### config.mk
export PLATFORM = sky130hd
export DESIGN_NAME = ich_computer_flat
export DESIGN_NICKNAME = d
export VERILOG_FILES = /design/src/logic/ich_pkg.sv /design/src/logic/ich_link_if.sv /design/src/logic/ich_computer.sv /design/src/flat_wrapper.sv
export SDC_FILE = /design/constraint.sdc
export NUM_CORES = 1
export LEC_CHECK = 0
export BUFFER_PORTS_ARGS = -buffer_cell sky130_fd_sc_hd__buf_2
export CORE_MARGIN = 3
export CORE_UTILIZATION = 45
export CTS_BUF_LIST = sky130_fd_sc_hd__clkbuf_8
export DETAILED_ROUTE_END_ITERATION = 10
export GPL_TIMING_DRIVEN = 0
export PLACE_DENSITY = 0.76
export RECOVER_POWER = 100
export SYNTH_ARGS = -nofsm -noshare
export SYNTH_HDL_FRONTEND = slang
export SYNTH_SLANG_ARGS = --single-unit
### constraint.sdc
create_clock -name clk_sys -period 2.5 [get_ports clk_sys]
set_input_delay 0.125 -clock clk_sys [delete_from_list [all_inputs] [get_ports clk_sys]]
set_output_delay 0.125 -clock clk_sys [all_outputs]
set_load 0.005 [all_outputs]
### src/logic/ich_pkg.sv
// Package: constants and types for the input channel handshake
`default_nettype none
package ich_pkg;
  localparam int unsigned DATA_W       = 12;
  localparam int unsigned CLK_PERIOD_NS = 8;
  // Latest drop of input ready after request ends
  localparam int unsigned READY_DROP_NS = 4000;
  localparam int unsigned READY_DROP_CYC =
    (READY_DROP_NS / CLK_PERIOD_NS) < 1 ? 1 :
    (READY_DROP_NS / CLK_PERIOD_NS);
  // Default storage area size in words
  localparam int unsigned AREA_WORDS   = 64;
  localparam logic [11:0] DATA_ZERO    = 12'h000;

  // Computer end states
  typedef enum logic [3:0] {
    ICH_C_IDLE = 4'b0001,
    ICH_C_REQ  = 4'b0010,
    ICH_C_WAIT = 4'b0100,
    ICH_C_DONE = 4'b1000
  } ich_cpu_state_t;

  // Equipment end states
  typedef enum logic [3:0] {
    ICH_E_IDLE = 4'b0001,
    ICH_E_RDY  = 4'b0010,
    ICH_E_DISC = 4'b0100,
    ICH_E_HOLD = 4'b1000
  } ich_eq_state_t;
endpackage
`default_nettype wire

### src/logic/ich_link_if.sv
// Interface: input cable between computer and equipment
`timescale 1ns/1ns
`default_nettype none
interface ich_link_if;
  logic        input_request;
  logic        input_ready;
  logic        disconnect;
  logic [11:0] input_data;

  modport computer (
    output input_request,
    input  input_ready,
    input  disconnect,
    input  input_data
  );
  modport equipment (
    input  input_request,
    output input_ready,
    output disconnect,
    output input_data
  );
endinterface
`default_nettype wire

### src/logic/ich_computer.sv
// Computer end of the input channel handshake
//
// Contract
// - Hold request while ready for a word
// - Drop request on input ready
// - Equipment raises ready only with word present
// - Equipment drops ready after request drops
// - Equipment signals disconnect after final word
// - On disconnect drop request, end transfer
// - Equipment releases disconnect after request drops
// - Equipment drives input register onto lines
// - Equipment withdraws word when request drops
// - Status response uses same input lines
// - Storage area larger than expected block
// - Ready removed within 4 us
// - Mode chosen beforehand by function code
`timescale 1ns/1ns
`default_nettype none
module ich_computer #(
  parameter int unsigned AREA_WORDS = ich_pkg::AREA_WORDS
) (
  input  wire logic                       clk_sys,
  input  wire logic                       reset,
  ich_link_if.computer                    link,
  input  wire logic                       start,
  input  wire logic [15:0]                area_words,
  output logic                            word_valid,
  output logic [ich_pkg::DATA_W-1:0]      word_data,
  output logic                            busy,
  output logic                            done,
  output logic                            done_by_disconnect,
  output logic [15:0]                     word_count
);
  // ****************************************
  // Input synchronisers
  // ****************************************
  logic [1:0]                 rdy_sync_q;
  logic [1:0]                 disc_sync_q;
  // Data shares the ready delay so both stay aligned
  logic [ich_pkg::DATA_W-1:0] dat_s1_q;
  logic [ich_pkg::DATA_W-1:0] dat_s2_q;

  always_ff @(posedge clk_sys) begin
    if (reset) begin
      rdy_sync_q  <= 2'h0;
      disc_sync_q <= 2'h0;
      dat_s1_q    <= ich_pkg::DATA_ZERO;
      dat_s2_q    <= ich_pkg::DATA_ZERO;
    end else begin
      rdy_sync_q  <= {rdy_sync_q[0], link.input_ready};
      disc_sync_q <= {disc_sync_q[0], link.disconnect};
      dat_s1_q    <= link.input_data;
      dat_s2_q    <= dat_s1_q;
    end
  end

  logic rdy_s;
  logic disc_s;
  assign rdy_s  = rdy_sync_q[1];
  assign disc_s = disc_sync_q[1];

  // ****************************************
  // Handshake state machine
  // ****************************************
  ich_pkg::ich_cpu_state_t    state_q, state_d;
  logic                       req_q, req_d;
  logic                       done_q, done_d;
  logic                       dby_q, dby_d;
  logic [15:0]                lim_q, lim_d;
  logic                       vld_q, vld_d;
  logic [ich_pkg::DATA_W-1:0] data_q, data_d;
  logic [15:0]                cnt_q, cnt_d;
  logic                       lines_idle;
  logic                       block_start;
  logic                       word_take;

  // Both answer lines low: previous handshake over
  assign lines_idle  = !rdy_s && !disc_s;
  assign block_start = (state_q == ich_pkg::ICH_C_IDLE) && start;
  // Disconnect wins over ready seen in the same cycle
  assign word_take   = (state_q == ich_pkg::ICH_C_REQ) && rdy_s && !disc_s;

  always_comb begin
    state_d = state_q;
    req_d   = req_q;
    done_d  = 1'b0;
    dby_d   = dby_q;
    lim_d   = lim_q;
    case (state_q)
      ich_pkg::ICH_C_IDLE: begin
        if (block_start) begin
          // Zero selects the default area size
          lim_d   = (area_words == 16'h0000) ?
                    AREA_WORDS[15:0] : area_words;
          dby_d   = 1'b0;
          state_d = ich_pkg::ICH_C_WAIT;
        end
      end
      ich_pkg::ICH_C_REQ: begin
        if (disc_s) begin
          req_d   = 1'b0;
          dby_d   = 1'b1;
          state_d = ich_pkg::ICH_C_DONE;
        end else if (word_take) begin
          req_d   = 1'b0;
          state_d = ich_pkg::ICH_C_WAIT;
        end
      end
      ich_pkg::ICH_C_WAIT: begin
        if (lines_idle) begin
          if (cnt_q >= lim_q) begin
            state_d = ich_pkg::ICH_C_DONE;
          end else begin
            req_d   = 1'b1;
            state_d = ich_pkg::ICH_C_REQ;
          end
        end
      end
      ich_pkg::ICH_C_DONE: begin
        // One-cycle done pulse, then idle
        done_d  = 1'b1;
        state_d = ich_pkg::ICH_C_IDLE;
      end
      default: begin
        state_d = ich_pkg::ICH_C_IDLE;
        req_d   = 1'b0;
      end
    endcase
  end

  always_ff @(posedge clk_sys) begin
    if (reset) begin
      state_q <= ich_pkg::ICH_C_IDLE;
      req_q   <= 1'b0;
      done_q  <= 1'b0;
      dby_q   <= 1'b0;
      lim_q   <= 16'h0000;
    end else begin
      state_q <= state_d;
      req_q   <= req_d;
      done_q  <= done_d;
      dby_q   <= dby_d;
      lim_q   <= lim_d;
    end
  end

  // ****************************************
  // Word capture
  // ****************************************
  always_comb begin
    vld_d  = 1'b0;
    data_d = data_q;
    cnt_d  = cnt_q;
    // Count restarts with each block
    if (block_start) begin
      cnt_d = 16'h0000;
    end else if (word_take) begin
      vld_d  = 1'b1;
      data_d = dat_s2_q;
      cnt_d  = cnt_q + 16'h0001;
    end
  end

  always_ff @(posedge clk_sys) begin
    if (reset) begin
      vld_q  <= 1'b0;
      data_q <= ich_pkg::DATA_ZERO;
      cnt_q  <= 16'h0000;
    end else begin
      vld_q  <= vld_d;
      data_q <= data_d;
      cnt_q  <= cnt_d;
    end
  end

  // ****************************************
  // Outputs
  // ****************************************
  logic busy_q;
  logic busy_d;

  // Busy from the next state, so it rises with start
  always_comb begin
    busy_d = (state_d != ich_pkg::ICH_C_IDLE);
  end

  always_ff @(posedge clk_sys) begin
    if (reset) begin
      busy_q <= 1'b0;
    end else begin
      busy_q <= busy_d;
    end
  end

  assign link.input_request = req_q;
  assign word_valid         = vld_q;
  assign word_data          = data_q;
  assign busy               = busy_q;
  assign done               = done_q;
  assign done_by_disconnect = dby_q;
  assign word_count         = cnt_q;
endmodule // ich_computer
`default_nettype wire

### src/flat_wrapper.sv
// flat-port wrapper written by rule: the top's interface ports become plain ports
module ich_computer_flat 
#(
  parameter int unsigned AREA_WORDS = ich_pkg::AREA_WORDS
)
  (clk_sys, reset, start, area_words, word_valid, word_data, busy, done, done_by_disconnect, word_count, link_input_request, link_input_ready, link_disconnect, link_input_data);
  ich_link_if link_i ();
  input  wire logic clk_sys;
  input  wire logic reset;
  input  wire logic start;
  input  wire logic [15:0] area_words;
  output logic word_valid;
  output logic [ich_pkg::DATA_W-1:0] word_data;
  output logic busy;
  output logic done;
  output logic done_by_disconnect;
  output logic [15:0] word_count;
  output wire logic [$bits(link_i.input_request)-1:0] link_input_request;
  input wire logic [$bits(link_i.input_ready)-1:0] link_input_ready;
  input wire logic [$bits(link_i.disconnect)-1:0] link_disconnect;
  input wire logic [$bits(link_i.input_data)-1:0] link_input_data;
  assign link_input_request = link_i.input_request;
  assign link_i.input_ready = link_input_ready;
  assign link_i.disconnect = link_disconnect;
  assign link_i.input_data = link_input_data;
  ich_computer #(.AREA_WORDS(AREA_WORDS)) u_core (.clk_sys(clk_sys), .reset(reset), .link(link_i), .start(start), .area_words(area_words), .word_valid(word_valid), .word_data(word_data), .busy(busy), .done(done), .done_by_disconnect(done_by_disconnect), .word_count(word_count));
endmodule
[Word-level counts from Yosys, hierarchy flattened]
Cells that the tools add are included.
Storage, ports and cells
  flip-flop bits (word level): 81
  input port bits: 33
  word-level logic and storage cells: 58
Cells by class
  add/sub/neg operators: 1
  order comparisons: 1
  equality and inequality tests: 10
  multiplexer cells: 17
  bitwise logic cells: 2
  reduce and logical (&&, ||, !) cells: 14
Operator list (number)
  2-to-1 mux 4 bit: 5
  adder 16 x 1 -> 16 bit, second input constant: 1
  greater-or-equal comparator 16 bit: 1
  logical NOT 16 bit: 1
  2-to-1 mux 16 bit: 1
  case mux 4 bit (3 select lines): 1
  2-to-1 mux 1 bit: 8
  inequality test 2 x 1 -> 1 bit, second input constant: 3
  equality test 4 x 1 -> 1 bit, second input constant: 1
  equality test 4 x 2 -> 1 bit, second input constant: 1
  equality test 4 x 3 -> 1 bit, second input constant: 1
  equality test 4 bit, second input constant: 1
  logical AND 1 bit: 4
  inequality test 4 x 1 -> 1 bit, second input constant: 1
  AND reduction 2 bit: 2
  AND reduction 4 bit: 1
  OR reduction 2 bit: 2
  inequality test 3 x 1 -> 1 bit, second input constant: 1
  case mux 1 bit (3 select lines): 1
  AND reduction 3 bit: 1
  logical NOT 1 bit: 2
  inequality test 2 bit, second input constant: 1
  inverter 1 bit: 2
  case mux 1 bit (2 select lines): 1
  nonzero test 2 bit: 1

[Logic depth before layout (Yosys ltp)]
  depth in word-level cells: 7
  depth in mapped cells: 7

[Worst setup path after synthesis]
Ideal clock, no wire load.
  path kind: reg-to-reg
  start: reg u_core.cnt_q[0], in the netlist u_core.word_count[0]
  end: reg u_core.state_q[1]
  arrival: 1806 ps
  data required time: 2441 ps
  setup slack: 635 ps
  cell stages (with the launch flop): 8
  cells stage by stage: dfxtp_1 > inv_1 > ha_1 > nand2b_1 > a2111oi_0 > a2111oi_2 > or3_1 > nand2_1
On the way
  cells in the longest elaborated chain, start to end: 4
Ends and longest elaborated chain
  from (decl): RTL line ich_computer.sv:72  | logic [15:0] cnt_q, cnt_d;
  from (signal assigned): RTL line ich_computer.sv:172  | cnt_q <= cnt_d;
  greater-or-equal comparator 16 bit: RTL line ich_computer.sv:111  | if (cnt_q >= lim_q) begin
  2-to-1 mux 4 bit: RTL line ich_computer.sv:111
  2-to-1 mux 4 bit: RTL line ich_computer.sv:110  | if (lines_idle) begin
  case mux 4 bit (3 select lines): RTL line ich_computer.sv:89  | case (state_q)
  to (signal assigned): RTL line ich_computer.sv:133  | state_q <= ich_pkg::ICH_C_IDLE;
  to (signal assigned): RTL line ich_computer.sv:139  | state_q <= state_d;
  to (decl): RTL line ich_computer.sv:65  | ich_pkg::ich_cpu_state_t state_q, state_d;
Every way passes these cells.
A chain may end at the register's enable or synchronous reset.

[Worst setup path after layout]
  start: reg u_core.state_q[0]
  end: reg u_core.cnt_q[6], in the netlist u_core.word_count[6]
On the way
  cells in the longest elaborated chain, start to end: 3
  elaborated cells on any way between the ends: 6
Ends and longest elaborated chain (RTL line)
  equality test 4 x 1 -> 1 bit / equality test 4 x 2 -> 1 bit (equally long branches): ich_computer.sv:79, ich_computer.sv:81
  logical AND 1 bit (on tied branches): ich_computer.sv:79, ich_computer.sv:81
  OR reduction 2 bit (no source line) / logical AND 1 bit (equally long branches)
Several ways; a longest one is shown, not always the timed one.

==> metrics.cfg <==
[run_status]
status = complete, no violations

[power]
ir_worst_vdd_mv = 0.365
cellPowerDensity_nw_per_um2 = 623
pwr-share-seq_pct = 52.2
internal_power_mw = 1.92
leakagePower_nw = 1.64
p_switching_mw = 0.658
power.total_mw = 2.58
switching_share_pct = 25.5
clock_power_share_pct = 39.4
p_comb_share_pct = 8.4

[setup_path]
crit_type = reg -> reg
start_kind = register
cp.required_ns = 2.74
critPathArrivalTime_ns = 2.37
worstPathMaxFanout = 10
cp-end-kind = register

[timing]
whs_ns = 0.0247
hold_viol_final = 0
rsz0062_at_grt = false
fmax_mhz = 470
period_minus_slack_ns = 2.13
slew_headroom_pct = 56.0
min_period_over_period_pct = 85.0
setup_viol = 0
fin_setup_tns_ns = 0
worst_pin_slew_ns = 0.658
clock_skew_ns = 0.0106
slew_violations = 0

[synthesis]
ys_ff_latch = 81
synth_flop_cell = dfxtp_1
synthArstFlopShare_pct = 0
seq_area_frac_synth_pct = 49.4
synth.area.mux_share_pct = 0.305
syn_area_per_cell_um2 = 9.12
synthSimpleGateAreaFrac_pct = 25.7
synth_edf_count = 0
synthXorXnorAreaFrac_pct = 3.47
synthesis.area_um2 = 3280
ys_types = 44
synth_compound_area_share_pct = 9.45
yosysWarnings = 0
synth_nets = 410
synth_top_family_by_area = simple AND/OR/NAND/NOR gates
netlist_instances = 360
synth_adder_area_share_pct = 6.48

[floorplanning]
core_area_um2 = 6940
start_util_pct = 47.3
io_pins = 66
die_w_um = 91.4
die_h_um = 91.4
rows = 30
dieArea_um2 = 8360

[route]
wl_met2_um = 3550
vias = 2729
antenna_left = 0
met1_length_um = 3180
drc = 0
wl_um = 7250
drtPass1Iterations = 4
drt_iter0_drc = 109
viasPerCell = 4.85
wl_met3_um = 364
post_drt_wl_per_cell_um = 12.9
highest-signal-layer = met4

[job]
maxCapViolations = 0

[clocking]
clkTransAtPathRegs_ns = 0.09
cts_resized = 0
cts_max_path_buffers = 2
clock-sinks = 81
cts_hold_buf = 26
clk_latency_ns = 0.36
cts-root-buf = clkbuf_8
cts_tree = yes
cts_buffers = 9
postCtsSetupBuffers = 0
htreeDepth = 3

[final_layout]
drive_above_1_share_pct = 15.8
final_cell_mix = dfxtp_1, nand2_1, buf_2
mostFrequentLayoutCell = dfxtp_1
diodes = 0
final_nets = 512
stdcell_area_um2 = 4140
area_growth_pct = 26.0

[global_route]
grt_max_degree = 17
grt_use_total_pct = 17.9
grt_pass1_wl_um = 11900
grt_pass1_vias = 2612
antenna_found_initial = 0
gr-total-overflow = 0

[placement]
portBuffers = 65
place_area_um2 = 3730
gp_congestion = 0.875
dp_hpwl_um = 5190

[min_path]
hp-class = in -> reg

[sequential cells by signal, summed over array words and instances (netlist names), 2 cells and up]
| register | count |
|---|---|
| u_core.disc_sync_q | 2 |
| u_core.dat_s1_q | 12 |
| u_core.lim_q | 16 |
| u_core.word_count | 16 |
| u_core.rdy_sync_q | 2 |
| u_core.word_data | 12 |
| u_core.dat_s2_q | 12 |
| u_core.state_q | 4 |
[area by class of cell]
cell class | count | area (µm²)
fill | 606 | 2810
sequential | 81 | 1620
timing repair buffer | 91 | 563
clock buffer | 9 | 124
clock inverter | 7 | 87.6
buffer | 14 | 75.1
tap | 96 | 120
inverter | 20 | 75.1
multi-input combinational | 245 | 1470
[power groups by stage]
stage | clock network, mW | registers (mW) | logic (mW)
3_5_place_dp | 0 | 1.38 | 0.193
6_report | 1.02 | 1.35 | 0.217
3_3_place_gp | 0 | 1.38 | 0.187
5_1_grt | 1.08 | 1.35 | 0.246
4_1_cts | 1.03 | 1.35 | 0.225
2_1_floorplan | 0 | 1.38 | 0.128
[through the flow]
step	util [%]	cells	worst slack (ns)
after detailed placement	53.7	521	0.416
after global placement	53.7	521	0.514
final	59.6	563	0.374
after floorplan	-	360	0.635
after CTS	60.5	563	0.379
after global routing	59.6	563	0.182
[synth_stat cells (8+ instances only)]
library cell  instances  share of area (%)
nor3_1                8                1.2
a21oi_1              25                3.8
nand4_1               8                1.5
ha_1                 17                6.5
inv_1                20                2.3
dfxtp_1              81                 49
nor2_1               22                2.5
nand2_1              56                6.4
xnor2_1               8                2.1
o21ai_0              19                2.9
nor2b_1              30                5.7
[path summary, 6_finish.rpt]
check,from,to,slack (ns),cells past startpoint
hold reg to reg,u_core.dat_s1_q[3]$_SDFF_PP0_,u_core.dat_s2_q[3]$_SDFF_PP0_,0.43,1
hold / removal,area_words[3],u_core.lim_q[3]$_SDFFE_PP0P_,0.02,3
setup reg to reg,u_core.state_q[0]$_SDFF_PP1_,u_core.word_count[6]$_SDFFE_PP0P_,0.37,6
setup / recovery,u_core.state_q[0]$_SDFF_PP1_,u_core.word_count[6]$_SDFFE_PP0P_,0.37,6
[routing by layer]
layer / GRT usage (%) / vias to the layer above
li1: - / 1415
met1: 20.5 / 1234
met2: 30.8 / 64
met3: 5.47 / 16
met4: 7.41 / 0
met5: 0 / -
[worst max-delay path, cell delays in order, from the launching register on]
cell,delay [ns]
dfxtp_1,0.47
and2b_2,0.21
nand3_1,0.28
nand2b_1,0.16
clkbuf_1,0.32
clkbuf_1,0.44
nor2_1,0.10
[logic make-up after synthesis]
family	Yosys count
xor+xnor	13
fa+ha+maj	17
mux	1
simple gates	160
flops	81
compound gates	54
buf+inv	34
Note: power is estimated with default switching activity, not from simulation.
